<file path="src/inc/port3_pkg.sv">
`default_nettype none
package port3_pkg;
    // Port width and upper-half geometry
    localparam int unsigned PORT_W = 16;
    localparam int unsigned HALF_W = 8;
    localparam int unsigned UPPER_LSB = 8;
    localparam int unsigned ADDR_W = 6;
    localparam int unsigned DATA_W = 32;
    localparam int unsigned SYNC_STAGES = 3;

    // Byte addresses of the register words
    localparam logic [5:0] OFF_LATCH = 6'h00;
    localparam logic [5:0] OFF_LATCH_UPPER = 6'h04;
    localparam logic [5:0] OFF_DIR = 6'h08;
    localparam logic [5:0] OFF_DIR_UPPER = 6'h0c;
    localparam logic [5:0] OFF_FCTL = 6'h10;
    localparam logic [5:0] OFF_FCTL_UPPER = 6'h14;
    localparam logic [5:0] OFF_OD = 6'h18;
    localparam logic [5:0] OFF_OD_UPPER = 6'h1c;
    localparam logic [5:0] OFF_PIN_LEVEL = 6'h20;

    // Reset values: pins come up as plain port inputs
    localparam logic [15:0] RST_LATCH = 16'h0000;
    localparam logic [15:0] RST_DIR = 16'hffff;
    localparam logic [15:0] RST_FCTL = 16'h0000;
    localparam logic [15:0] RST_OD = 16'h0000;

    // Direction encoding
    localparam logic DIR_OUTPUT = 1'h0;
    localparam logic DIR_INPUT = 1'h1;
    // Function control encoding
    localparam logic FCTL_PORT = 1'h0;
    localparam logic FCTL_ALT = 1'h1;
endpackage
`default_nettype wire

</file>
<file path="src/inc/pin_ctrl_if.sv">
`timescale 1ns/10ps
`default_nettype none
interface pin_ctrl_if #(
    parameter int unsigned W = 16
);
    // Register settings toward the pin cells
    logic [W-1:0] latch;
    logic [W-1:0] dir;
    logic [W-1:0] fctl;
    logic [W-1:0] od;
    logic [W-1:0] alt_out;
    // Pin state back from the pin cells
    logic [W-1:0] pin_out;
    logic [W-1:0] pin_oe;
    logic [W-1:0] pin_level;

    modport ctrl (
        output latch,
        output dir,
        output fctl,
        output od,
        output alt_out,
        input pin_out,
        input pin_oe,
        input pin_level
    );
    modport drv (
        input latch,
        input dir,
        input fctl,
        input od,
        input alt_out,
        output pin_out,
        output pin_oe,
        output pin_level
    );
endinterface
`default_nettype wire

</file>
<file path="src/design/port3_pin_control.sv">
// What this block does
// - A pin's open-drain select bit gates pin_oe only while its direction bit is 0 (output); in input mode it only forces pin_out to 0.
// - Bits 8 to 15 of the port latch are also reachable as bits 0 to 7 of an upper-byte alias.
// - Bits 8 to 15 of the direction register are also reachable as bits 0 to 7 of an upper-byte alias.
// - Bits 8 to 15 of the function control register are also reachable as bits 0 to 7 of an alias.
`timescale 1ns/10ps
`default_nettype none
module port3_pin_control #(
    parameter int unsigned W = port3_pkg::PORT_W
) (
    // Clock and reset
    input wire logic clk,
    input wire logic rst_n,
    // Avalon-MM slave
    input wire logic [port3_pkg::ADDR_W-1:0] address,
    input wire logic read,
    input wire logic write,
    input wire logic [port3_pkg::DATA_W-1:0] writedata,
    input wire logic [3:0] byteenable,
    output logic [port3_pkg::DATA_W-1:0] readdata,
    output logic waitrequest,
    // Pins, split into level, drive and enable
    input wire logic [W-1:0] pin_in,
    output logic [W-1:0] pin_out,
    output logic [W-1:0] pin_oe,
    // Alternate peripheral functions
    input wire logic [W-1:0] alt_out,
    output logic [W-1:0] alt_in
);
    localparam int unsigned H = port3_pkg::HALF_W;
    localparam int unsigned U = port3_pkg::UPPER_LSB;

    pin_ctrl_if #(.W(W)) pc ();

    logic [W-1:0] latch_q;
    logic [W-1:0] dir_q;
    logic [W-1:0] fctl_q;
    logic [W-1:0] od_q;
    logic wait_q;
    logic [port3_pkg::DATA_W-1:0] rdata_q;

    // Bus decode
    wire logic req;
    wire logic wr_go;
    wire logic rd_go;
    wire logic lo_be;
    wire logic hi_be;
    assign req = read | write;
    // A write lands on the single edge where waitrequest is seen low
    assign wr_go = write & ~wait_q;
    // Read data are captured one cycle early so they stand at the acknowledge edge
    assign rd_go = read & wait_q;
    assign lo_be = byteenable[0];
    assign hi_be = byteenable[1];

    wire logic sel_latch;
    wire logic sel_latch_up;
    wire logic sel_dir;
    wire logic sel_dir_up;
    wire logic sel_fctl;
    wire logic sel_fctl_up;
    wire logic sel_od;
    wire logic sel_od_up;
    wire logic sel_level;
    assign sel_latch = (address == port3_pkg::OFF_LATCH);
    assign sel_latch_up = (address == port3_pkg::OFF_LATCH_UPPER);
    assign sel_dir = (address == port3_pkg::OFF_DIR);
    assign sel_dir_up = (address == port3_pkg::OFF_DIR_UPPER);
    assign sel_fctl = (address == port3_pkg::OFF_FCTL);
    assign sel_fctl_up = (address == port3_pkg::OFF_FCTL_UPPER);
    assign sel_od = (address == port3_pkg::OFF_OD);
    assign sel_od_up = (address == port3_pkg::OFF_OD_UPPER);
    assign sel_level = (address == port3_pkg::OFF_PIN_LEVEL);

    // Per-register byte write strobes: full word low lane, full word high lane, alias lane 0
    wire logic latch_wl;
    wire logic latch_wh;
    wire logic dir_wl;
    wire logic dir_wh;
    wire logic fctl_wl;
    wire logic fctl_wh;
    wire logic od_wl;
    wire logic od_wh;
    assign latch_wl = wr_go & sel_latch & lo_be;
    assign latch_wh = wr_go & ((sel_latch & hi_be) | (sel_latch_up & lo_be));
    assign dir_wl = wr_go & sel_dir & lo_be;
    assign dir_wh = wr_go & ((sel_dir & hi_be) | (sel_dir_up & lo_be));
    assign fctl_wl = wr_go & sel_fctl & lo_be;
    assign fctl_wh = wr_go & ((sel_fctl & hi_be) | (sel_fctl_up & lo_be));
    assign od_wl = wr_go & sel_od & lo_be;
    assign od_wh = wr_go & ((sel_od & hi_be) | (sel_od_up & lo_be));

    // High byte comes from lane 1 on the full word, lane 0 on the alias
    wire logic [H-1:0] lo_byte;
    wire logic [H-1:0] hi_byte_full;
    wire logic [H-1:0] up_byte;
    assign lo_byte = writedata[H-1:0];
    assign hi_byte_full = writedata[2*H-1:H];
    assign up_byte = (sel_latch_up | sel_dir_up | sel_fctl_up | sel_od_up) ?
        lo_byte : hi_byte_full;

    // Registers
    always_ff @(posedge clk) begin
        if (!rst_n) begin
            latch_q <= port3_pkg::RST_LATCH;
        end else begin
            if (latch_wl) begin
                latch_q[H-1:0] <= lo_byte;
            end
            if (latch_wh) begin
                latch_q[W-1:U] <= up_byte;
            end
        end
    end

    always_ff @(posedge clk) begin
        if (!rst_n) begin
            dir_q <= port3_pkg::RST_DIR;
        end else begin
            if (dir_wl) begin
                dir_q[H-1:0] <= lo_byte;
            end
            if (dir_wh) begin
                dir_q[W-1:U] <= up_byte;
            end
        end
    end

    always_ff @(posedge clk) begin
        if (!rst_n) begin
            fctl_q <= port3_pkg::RST_FCTL;
        end else begin
            if (fctl_wl) begin
                fctl_q[H-1:0] <= lo_byte;
            end
            if (fctl_wh) begin
                fctl_q[W-1:U] <= up_byte;
            end
        end
    end

    always_ff @(posedge clk) begin
        if (!rst_n) begin
            od_q <= port3_pkg::RST_OD;
        end else begin
            if (od_wl) begin
                od_q[H-1:0] <= lo_byte;
            end
            if (od_wh) begin
                od_q[W-1:U] <= up_byte;
            end
        end
    end

    // Read mux; unmapped words read as zero and ignore writes
    wire logic [W-1:0] rd_word;
    wire logic [port3_pkg::DATA_W-1:0] rd_full;
    assign rd_word =
        sel_latch ? latch_q :
        sel_latch_up ? {{H{1'h0}}, latch_q[W-1:U]} :
        sel_dir ? dir_q :
        sel_dir_up ? {{H{1'h0}}, dir_q[W-1:U]} :
        sel_fctl ? fctl_q :
        sel_fctl_up ? {{H{1'h0}}, fctl_q[W-1:U]} :
        sel_od ? od_q :
        sel_od_up ? {{H{1'h0}}, od_q[W-1:U]} :
        sel_level ? pc.pin_level :
        {W{1'h0}};
    assign rd_full = {{(port3_pkg::DATA_W-W){1'h0}}, rd_word};

    // Every access takes exactly one wait cycle
    always_ff @(posedge clk) begin
        if (!rst_n) begin
            wait_q <= 1'h1;
        end else begin
            wait_q <= ~(req & wait_q);
        end
    end

    always_ff @(posedge clk) begin
        if (!rst_n) begin
            rdata_q <= '0;
        end else if (rd_go) begin
            rdata_q <= rd_full;
        end
    end

    // Pin cells
    assign pc.latch = latch_q;
    assign pc.dir = dir_q;
    assign pc.fctl = fctl_q;
    assign pc.od = od_q;
    assign pc.alt_out = alt_out;

    pin_cells #(
        .W(W),
        .STAGES(port3_pkg::SYNC_STAGES)
    ) u_cells (
        .clk(clk),
        .rst_n(rst_n),
        .pin_in(pin_in),
        .pc(pc)
    );

    // Outputs, each straight from a flip-flop
    assign readdata = rdata_q;
    assign waitrequest = wait_q;
    assign pin_out = pc.pin_out;
    assign pin_oe = pc.pin_oe;
    // Peripherals see the filtered pin level whatever the pin mode
    assign alt_in = pc.pin_level;
endmodule // port3_pin_control
`default_nettype wire

</file>
<file path="src/design/pin_cells.sv">
`timescale 1ns/10ps
`default_nettype none
module pin_cells #(
    parameter int unsigned W = 16,
    parameter int unsigned STAGES = port3_pkg::SYNC_STAGES
) (
    // Clock and reset
    input wire logic clk,
    input wire logic rst_n,
    // Pin levels from outside
    input wire logic [W-1:0] pin_in,
    // Settings in, pin drive and level out
    pin_ctrl_if.drv pc
);
    genvar i;
    generate
        for (i = 0; i < W; i++) begin : g_pin
            wire logic value;
            wire logic is_input;
            wire logic drive_oe;
            wire logic drive_val;
            logic [STAGES-1:0] sync_q;
            logic out_q;
            logic oe_q;
            logic level_q;

            assign value = (pc.fctl[i] == port3_pkg::FCTL_ALT) ? pc.alt_out[i] : pc.latch[i];
            assign is_input = (pc.dir[i] == port3_pkg::DIR_INPUT);
            // Open drain only sets the enable in output mode, but zeroes the driven value in either mode; pulls low, releases for a one
            assign drive_oe = is_input ? 1'h0 : (pc.od[i] ? ~value : 1'h1);
            assign drive_val = pc.od[i] ? 1'h0 : value;

            always_ff @(posedge clk) begin
                if (!rst_n) begin
                    out_q <= 1'h0;
                    oe_q <= 1'h0;
                end else begin
                    out_q <= drive_val;
                    oe_q <= drive_oe;
                end
            end

            // First stage feeds only the second; a change counts once stages two and three agree
            always_ff @(posedge clk) begin
                if (!rst_n) begin
                    sync_q <= '0;
                    level_q <= 1'h0;
                end else begin
                    sync_q <= {sync_q[STAGES-2:0], pin_in[i]};
                    if (sync_q[STAGES-1] == sync_q[STAGES-2]) begin
                        level_q <= sync_q[STAGES-1];
                    end
                end
            end

            assign pc.pin_out[i] = out_q;
            assign pc.pin_oe[i] = oe_q;
            assign pc.pin_level[i] = level_q;
        end
    endgenerate
endmodule // pin_cells
`default_nettype wire

</file>
<file path="config.mk">
export PLATFORM = sky130hd
export DESIGN_NAME = port3_pin_control
export DESIGN_NICKNAME = d
export VERILOG_FILES = /design/src/inc/port3_pkg.sv /design/src/inc/pin_ctrl_if.sv /design/src/design/port3_pin_control.sv /design/src/design/pin_cells.sv
export SDC_FILE = /design/constraint.sdc
export NUM_CORES = 1
export LEC_CHECK = 0
export ABC_AREA = 1
export BUFFER_PORTS_ARGS = -buffer_cell sky130_fd_sc_hd__buf_2
export CAP_MARGIN = 20
export CORE_MARGIN = 2
export CORE_UTILIZATION = 45
export DETAILED_ROUTE_END_ITERATION = 7
export PLACE_DENSITY = 0.68
export SLEW_MARGIN = 20
export SYNTH_ARGS = -nofsm -noshare
export SYNTH_HDL_FRONTEND = slang
export SYNTH_HIERARCHICAL = 1
export SYNTH_SLANG_ARGS = --single-unit
</file>
<file path="constraint.sdc">
create_clock -name clk -period 4.2 [get_ports clk]
set_input_delay 0.84 -clock clk [delete_from_list [all_inputs] [get_ports clk]]
set_output_delay 0.84 -clock clk [all_outputs]
set_load 0.01 [all_outputs]
</file>
==> results of run 1 <==
==> cell families (layout without fill, tap and decap cells) <==
family	Yosys count	after routing
other cells	1	17
compound gates	210	210
buf+inv	240	301
flops	177	177
simple gates	395	395
==> tightest hold or removal path: stages (launching register included) <==
cell and delay (ns):
dfxtp_1 0.30, nand2_1 0.04, inv_1 0.04
==> cells in the final DEF, fill, tap and decap left out, types with 2 or more instances in the layout <==
master and count:
nand2_1 239, dfxtp_1 177, inv_1 132, buf_2 123, nor2_1 105, a21oi_1 98, o21ai_0 65, o211ai_1 19
nand4_1 19, nand3_1 17, clkbuf_16 17, conb_1 16, a211oi_1 15, buf_4 9, nor2_4 5, inv_2 4
clkinv_2 4, clkbuf_1 3, nor2_2 2, nand2_2 2, a21oi_2 2, o221ai_1 2, a211oi_2 2, o21ai_1 2
bufinv_16 2, clkinvlp_4 2, clkinv_4 2
==> flip-flops by register name, indices dropped and copies added, names as in the netlist <==
| register | flops |
|---|---|
| waitrequest | 1 |
| readdata | 16 |
| latch_q | 16 |
| u_cells/g_pin.sync_q | 48 |
| fctl_q | 16 |
| u_cells/g_pin.oe_q | 16 |
| od_q | 16 |
| dir_q | 16 |
| u_cells/g_pin.level_q | 16 |
| u_cells/g_pin.out_q | 16 |
==> layout make-up <==
type / instances / area (um^2)
Clock inverter: 10 / 113
Fill cell: 1644 / 8090
Multi-Input combinational cell: 621 / 2910
Inverter: 138 / 520
Antenna cell: 1 / 2.50
Clock buffer: 21 / 450
Timing Repair Buffer: 132 / 683
Sequential cell: 177 / 3540
Tap cell: 220 / 275
==> power by group through the flow <==
stage	Combinational, mW	Clock, mW	Sequential, mW
finish	0.180	1.53	1.72
global route	0.202	1.63	1.72
global placement	0.176	0	1.76
CTS	0.179	1.57	1.72
floorplan	0.125	0	1.76
detailed placement	0.178	0	1.76
==> layer usage <==
layer  vias to the layer above  global-route usage  part of all wire
li1                       3300                   -                 -
met1                      2934               0.278              0.45
met2                       227               0.346              0.46
met3                        27              0.0582             0.070
met4                         2              0.0889             0.021
met5                         -                   0           0.00068
==> per-stage QoR <==
step	total power [mW]	util	cells	hold WS, ns
after floorplan	1.88	-	1038	0.390
after global placement	1.93	0.478	1288	0.392
after detailed placement	1.94	0.478	1288	0.395
after CTS	3.46	0.512	1319	0.409
after global routing	3.55	0.512	1319	0.430
final	3.43	0.512	1320	0.410
==> worst paths after layout <==
check | endpoint | cells past startpoint | slack, ns
max | od_q[10]$_SDFFE_PN0P_ | 9 | 1.60
min | u_cells/g_pin[8].sync_q[1]$_SDFF_PN0_ | 2 | 0.41
max reg2reg | readdata[15]$_SDFFE_PN0P_ | 4 | 2.37
min reg2reg | u_cells/g_pin[8].sync_q[1]$_SDFF_PN0_ | 2 | 0.41
==> flow_summary.ini, run 1 <==
[setup_path]
worstSetupEndpointType = flop
arrival_ns = 2.96
cp_top_family = simple AND/OR/NAND/NOR gates
worst_path_most_repeated_cell = inv_2
critPathMaxFanout = 14
start_kind = input port
crit_slowest_cell = nand3_1
timing.rr.start = waitrequest$_SDFF_PN1_
crit_buf_inv = 4
crit_path_cell_trace = buf_2, inv_1, nor2_2, nand3_1, inv_2, a21oi_2, inv_2, o21ai_0, a21oi_1
crit_start = address[4]
slowest_delay_ns = 0.55
worstSetupPathType = in2reg
required_ns = 4.56

[power_and_ir_drop]
pwr-share-seq = 0.502
internal_power_mw = 2.65
power_density_mw_per_mm2 = 404
p_sw_mw = 0.781
p_leak_nw = 4.36
vdd_ir_drop_max_mv = 0.294
share_clk_of_total_power = 0.446
p_comb_frac = 0.053
switching_share = 0.228

[yosys]
synth_common_cells = nand2_1 (239), dfxtp_1 (177), inv_1 (132)
synth_edf_count = 0
synth_compound_area_frac = 0.156
synth_xor_area_frac = 0
synth_top_area_cell = dfxtp_1
ys_warn_count = 6
synth_most_common_cell = nand2_1
synth_seq_cells = 177
synth_top_family_by_area = simple AND/OR/NAND/NOR gates
synthCells = 1023
synth.area.mux_share = 0
synthDominantCellAreaShare = 0.463
yosys.area_share.adder = 0
synth_simple_gate_area_frac = 0.215
netlist_area_mm2 = 0.00766
synth_area_per_cell_um2 = 7.49
synth_top_flop_cell = dfxtp_1
synthTopCellsByArea = dfxtp_1 (46%), nand2_1 (12%), buf_4 (7.3%)
ys_seq_area_frac = 0.463
async_flop_share = 0
yosysUniqueCellTypes = 36

[floorplanning]
start_util = 0.462
die_x_um = 134
rows = 47
core-area_mm2 = 0.0166
dieArea_mm2 = 0.0181
ios = 159
die_y_um = 134

[clocking]
cts_setup_buffers = 0
cts.clk_slew.worst_paths_ns = 0.06
htree_levels = 4
clock_latency_ns = 0.43
cts_inserted_buffers = 17
tritoncts = yes
clock-root-buffer = clkbuf_16
clock-sinks = 177
clockBufferDepth = 2
cts-resized-gates = 0
cts-hold-fix-buffers = 0

[worst_hold_path]
hp-start = u_cells/g_pin[8].sync_q[0]$_SDFF_PN0_
hp-class = reg2reg

[timing]
slew_headroom = 0.379
setup-tns-final_ns = 0
skew_ns = 0.0172
timing.final.ws_setup_ns = 1.60
rsz0062_at_grt = no
worst_slew_pin_slew_ns = 0.929
fmax_mhz = 384
min_period_ns = 2.60
finalHoldViolCount = 0
setup_viol = 0
drv_slew = 0
fin_crit_sh = 0.620

[global_routing]
grt_pass1_vias = 5797
track_usage = 0.217
grt_max_degree = 77
grt.overflow.total = 0
antenna_found_initial = 2
grt_pass1_wl_mm = 30.3

[final_layout]
design_area_mm2 = 0.00849
area_growth_pct = 10.9
fin_nets = 1165
drive_above_1_share = 0.169

[place]
place_ws_ns = 1.19
place.gp.congestion = 0.909
dp_hpwl_mm = 13.9
port_buffers = 124
placed_area_mm2 = 0.00793

[detailed_routing]
wl_per_cell_um = 14.5
drtAntennaViolNets = 0
vias = 6490
wirelength_mm = 19.2
via_per_inst = 4.92
drt_iter0_drc = 529
first_pass_iters = 5
drcViolationCount = 0

[run_status]
status = finished, final reports clean

[job]
drv_cap = 0
Note: power is estimated with default switching activity, not from simulation.
==> inputs of run 2 (changes only) <==
==> constraint.sdc (replaced) <==
create_clock -name clk -period 2.45 [get_ports clk]
set_input_delay 0.49 -clock clk [delete_from_list [all_inputs] [get_ports clk]]
set_output_delay 0.49 -clock clk [all_outputs]
set_load 0.01 [all_outputs]
==> run 2 against run 1 <==
Sequential share of layout area shrank 0.67 points. Worst hold slack lost 0.18 ns. Global-route usage grew 0.10 points. Combinational power grew 78%. Non-clock buffer count grew 14. Largest power group unchanged. Via count grew 0.46%. Clock skew shrank 0.0098 ns.
==> flow_summary.ini, run 2 (synthesized netlist as in run 1, its figures left out) <==
[run_status]
status = finished, final reports clean

[timing]
worst_slew_pin_slew_ns = 0.844
setup-tns-final_ns = 0
drv_slew = 0
skew_ns = 0.00746
slew_headroom = 0.437
fmax_mhz = 554
fin_crit_sh = 0.737
rsz0062_at_grt = no
setup_viol = 0
timing.final.ws_setup_ns = 0.643
min_period_ns = 1.81
holdWs_ns = 0.232
finalHoldViolCount = 0

[clocking]
clock-root-buffer = clkbuf_16
cts_inserted_buffers = 17
clock-sinks = 177
cts-resized-gates = 0
cts-hold-fix-buffers = 0
tritoncts = yes
cts.clk_slew.worst_paths_ns = 0.07
clockBufferDepth = 2
htree_levels = 4
cts_setup_buffers = 0
clock_latency_ns = 0.43

[place]
place.gp.congestion = 0.906
port_buffers = 124
place_ws_ns = 0.281
dp.cells = 1302
dp_hpwl_mm = 14.2

[floorplanning]
ios = 159
start_util = 0.462
dieArea_mm2 = 0.0181
core-area_mm2 = 0.0166
die_x_um = 134
die_y_um = 134
rows = 47

[worst_hold_path]
hp-class = in2reg
hp-start = pin_in[5]
hold_path_end = u_cells/g_pin[5].sync_q[0]$_SDFF_PN0_
min_delay_path_depth = 3

[global_routing]
grt_pass1_wl_mm = 30.4
antenna_found_initial = 2
grt_pass1_vias = 5848
grt_max_degree = 153
grt.overflow.total = 0
track_usage = 0.218

[setup_path]
reg2reg_depth = 6
r2r_slack_ns = 0.64
worstSetupPathType = reg2reg
start_kind = flop
worstSetupEndpointType = flop
required_ns = 2.80
timing.rr.start = waitrequest$_SDFF_PN1_
arrival_ns = 2.16
critPathMaxFanout = 16
r2r-end = dir_q[15]$_SDFFE_PN1P_

[job]
drv_cap = 0

[detailed_routing]
via_per_inst = 4.88
wirelength_mm = 19.3
drtAntennaViolNets = 0
drt_iter0_drc = 518
first_pass_iters = 6
drcViolationCount = 0
vias = 6520
wl_per_cell_um = 14.4

[power_and_ir_drop]
p_total_mw = 5.88
vdd_ir_drop_max_mv = 0.478
power_density_mw_per_mm2 = 681
p_leak_nw = 4.44

[final_layout]
largest_register = u_cells/g_pin.sync_q
final_cell_mix = nand2_1 (239), dfxtp_1 (177), inv_1 (132), buf_2 (123), nor2_1 (105)
layout.area.seq_mm2 = 0.00354
largest_register_ffs = 48
area_growth_pct = 12.7
final_common_cell = nand2_1
finalNonFillerCells = 1336
nFillCells = 1650
multi_input_area_mm2 = 0.00291
drive_above_1_share = 0.183
fin_nets = 1179
-- run 2: cell count changes in the layout (fill, tap and decap cells not counted), moves of 2 or more --
cell       change
buf_4         +12
inv_8          +6
clkinv_2       -4
inv_6          +4
clkbuf_1       -3
buf_12         +2
bufinv_16      -2
-- run 2: routing by layer --
layer | track usage | vias to the layer above | wire length (um)
li1 | - | 3334 | -
met1 | 0.290 | 2935 | 8730
met2 | 0.343 | 213 | 8780
met3 | 0.0492 | 38 | 1230
met4 | 0.0877 | 0 | 539
met5 | 0 | - | 0
-- run 2: stage by stage --
step	utilization	cell area [um^2]
floorplan	-	7720
global placement	0.486	8060
detailed placement	0.486	8060
CTS	0.520	8630
global route	0.520	8630
finish	0.521	8630
-- run 2: critical path: stages (launching register included) --
cell,delay (ns)
dfxtp_1,0.37
nor2_1,0.08
nand2_1,0.23
inv_1,0.13
a21oi_2,0.67
nand2_1,0.13
o211ai_1,0.12
-- run 2: how the worst max path moves through the flow --
stage / to / cells after the start / slack [ns] / from
final: dir_q[15]$_SDFFE_PN1P_ / 6 / 0.64 / waitrequest$_SDFF_PN1_
after global routing: readdata[12]$_SDFFE_PN0P_ / 9 / 0.52 / address[1]
after CTS: dir_q[15]$_SDFFE_PN1P_ / 6 / 0.66 / waitrequest$_SDFF_PN1_
after detailed placement: readdata[12]$_SDFFE_PN0P_ / 9 / 0.28 / address[1]
after global placement: readdata[8]$_SDFFE_PN0P_ / 9 / 0.30 / address[1]
after floorplan: latch_q[13]$_SDFFE_PN0P_ / 9 / 0.77 / address[2]
-- run 2: power breakdown --
group | internal [mW] | total (mW) | switching (mW)
sequential | 2.92 | 2.95 | 0.0252
clock | 1.35 | 2.61 | 1.26
combinational | 0.107 | 0.320 | 0.213
-- run 2: area by class of cell --
cell class,count,share of cell area
Clock buffer,17,0.0493
Clock inverter,15,0.0165
Sequential cell,177,0.410
Timing Repair Buffer,146,0.0942
Multi-Input combinational cell,621,0.337
Inverter,138,0.0603
Antenna cell,2,0.000580
Tap cell,220,0.0319
==> inputs of run 3 (changes only) <==
--- a/config.mk
+++ b/config.mk
@@ -11,7 +11,7 @@
 export CORE_MARGIN = 2
 export CORE_UTILIZATION = 45
 export DETAILED_ROUTE_END_ITERATION = 7
-export PLACE_DENSITY = 0.68
+export PLACE_DENSITY = 0.7
 export SLEW_MARGIN = 20
 export SYNTH_ARGS = -nofsm -noshare
 export SYNTH_HDL_FRONTEND = slang
==> constraint.sdc (replaced) <==
create_clock -name clk -period 1.6 [get_ports clk]
set_input_delay 0.32 -clock clk [delete_from_list [all_inputs] [get_ports clk]]
set_output_delay 0.32 -clock clk [all_outputs]
set_load 0.01 [all_outputs]
==> run 3 against run 2 <==
Design area rose by 4.4%. Sequential share of layout area fell by 1.7 points. Worst setup slack got worse by 0.53 ns. Clock power rose by 60%. Critical endpoint is now od_q[9]$_SDFFE_PN0P_. Largest cell class unchanged.
==> flow_summary.ini, run 3 (synthesized netlist as in run 1, its figures left out) <==
[run_status]
status = finished, final reports clean

[final_layout]
design_area_mm2 = 0.00901
drive_above_1_share = 0.208
fin_util = 0.543
area_growth_pct = 17.6
antenna_cells = 0
final_common_cell = nand2_1
final_cell_mix = nand2_1 (238), dfxtp_1 (177), inv_1 (132), buf_2 (123), nor2_1 (104)
largest_register_ffs = 48
largest_register = u_cells/g_pin.sync_q
fin_nets = 1215

[global_routing]
track_usage = 0.226
grt_pass1_vias = 6018
grt_pass1_wl_mm = 31.3
grt.overflow.total = 0
antenna_found_initial = 1
grt_max_degree = 118

[clocking]
clock-root-buffer = clkbuf_16
htree_levels = 4
cts-hold-fix-buffers = 0
tritoncts = yes
cts_inserted_buffers = 17
clockBufferDepth = 2
clock-sinks = 177
clock_latency_ns = 0.43
cts.clk_slew.worst_paths_ns = 0.07

[floorplanning]
start_util = 0.462
die_x_um = 134
ios = 159
die_y_um = 134
dieArea_mm2 = 0.0181
rows = 47
core-area_mm2 = 0.0166

[setup_path]
worstSetupPathType = reg2reg
crit_slowest_cell = dfxtp_1
worst_path_most_repeated_cell = nor2_1
slowest_delay_ns = 0.34
critPathMaxFanout = 12
r2r-end = od_q[9]$_SDFFE_PN0P_
cp-endpoint = od_q[9]$_SDFFE_PN0P_
r2r_slack_ns = 0.11
arrival_ns = 1.83
worstSetupEndpointType = flop
start_kind = flop
timing.rr.start = waitrequest$_SDFF_PN1_
crit_start = waitrequest$_SDFF_PN1_
crit_buf_inv = 1
path_depth = 7
reg2reg_depth = 7
crit_path_cell_trace = nor2_2, nand2_4, nor2_1, a21oi_2, inv_2, nor2_1, a211oi_1
required_ns = 1.94
cp_top_family = simple AND/OR/NAND/NOR gates

[detailed_routing]
wl_per_cell_um = 14.6
drt_iter0_drc = 546
first_pass_iters = 5
drtAntennaViolNets = 0
via_per_inst = 4.87
drcViolationCount = 0
wirelength_mm = 20.0
vias = 6670

[place]
place.gp.congestion = 0.930
dp_hpwl_mm = 14.6
port_buffers = 124
place_ws_ns = -0.169
placed_area_mm2 = 0.00840

[timing]
finalHoldViolCount = 0
holdWs_ns = 0.0641
drv_slew = 0
fin_crit_sh = 0.932
skew_ns = 0.00758
timing.final.ws_setup_ns = 0.109
setup-tns-final_ns = 0
min_period_ns = 1.49
setup_viol = 0
fmax_mhz = 671

[power_and_ir_drop]
power_density_mw_per_mm2 = 1030
vdd_ir_drop_max_mv = 0.913
p_leak_nw = 4.66

[worst_hold_path]
min_delay_path_depth = 3
hp-class = in2reg

[job]
drv_cap = 0
==> run 3: cell types whose count changed in the layout (fill, tap and decap cells not counted), sizes merged <==
cell	before	now
buf	146	182
clkbuf	17	24
inv	147	137
diode	2	0
bufinv	0	2
clkinv	3	5
clkinvlp	3	2
==> run 3: stage by stage <==
stage / cells / power [mW]
3_3_place_gp: 1338 / 5.15
2_1_floorplan: 1038 / 4.94
5_1_grt: 1370 / 9.59
6_report: 1370 / 9.24
3_5_place_dp: 1338 / 5.16
4_1_cts: 1370 / 9.30
==> run 3: routing by layer <==
metal  track usage  vias up  part of all wire
met5             0        -           0.00055
met4        0.0865        2             0.026
met3        0.0544       34             0.064
met2         0.366      228              0.47
met1         0.293     3007              0.44
li1              -     3399                 -
==> run 3: timing repair <==
action | in CTS | in global routing
endpoints found under the setup margin | 0 | 11
gates resized for setup | 0 | 3
hold endpoints to repair | 0 | 0
buffers inserted | 0 | 0
==> run 3: worst reg2reg max path, cell delays in order (launching register included) <==
cell and delay [ns]:
dfxtp_1 0.34, nor2_2 0.19, nand2_4 0.17, nor2_1 0.19, a21oi_2 0.06, inv_2 0.18, nor2_1 0.08, a211oi_1 0.19
==> run 3: where the power goes <==
part	internal (mW)	total, mW	switching (mW)
clock	2.47	4.17	1.71
combinational	0.209	0.552	0.343
sequential	4.48	4.52	0.0391
==> run 3: final cells by class <==
| cell class | instances | area, um^2 |
|---|---|---|
| fillers | 1585 | 7570 |
| clock inverters | 8 | 103 |
| inverters | 138 | 520 |
| repair buffers | 182 | 1160 |
| multi-input cells | 621 | 2920 |
| clock buffers | 24 | 492 |
| flip-flops and latches | 177 | 3540 |
| well taps | 220 | 275 |
==> run 3: how the worst min path moves through the flow <==
stage	from	end	slack, ns
5_1_grt	pin_in[13]	u_cells/g_pin[13].sync_q[0]$_SDFF_PN0_	0.06
2_1_floorplan	u_cells/g_pin[0].sync_q[0]$_SDFF_PN0_	u_cells/g_pin[0].sync_q[1]$_SDFF_PN0_	0.39
3_5_place_dp	u_cells/g_pin[9].sync_q[0]$_SDFF_PN0_	u_cells/g_pin[9].sync_q[1]$_SDFF_PN0_	0.40
3_3_place_gp	u_cells/g_pin[0].sync_q[0]$_SDFF_PN0_	u_cells/g_pin[0].sync_q[1]$_SDFF_PN0_	0.39
4_1_cts	pin_in[6]	u_cells/g_pin[6].sync_q[0]$_SDFF_PN0_	0.05
6_report	pin_in[4]	u_cells/g_pin[4].sync_q[0]$_SDFF_PN0_	0.06
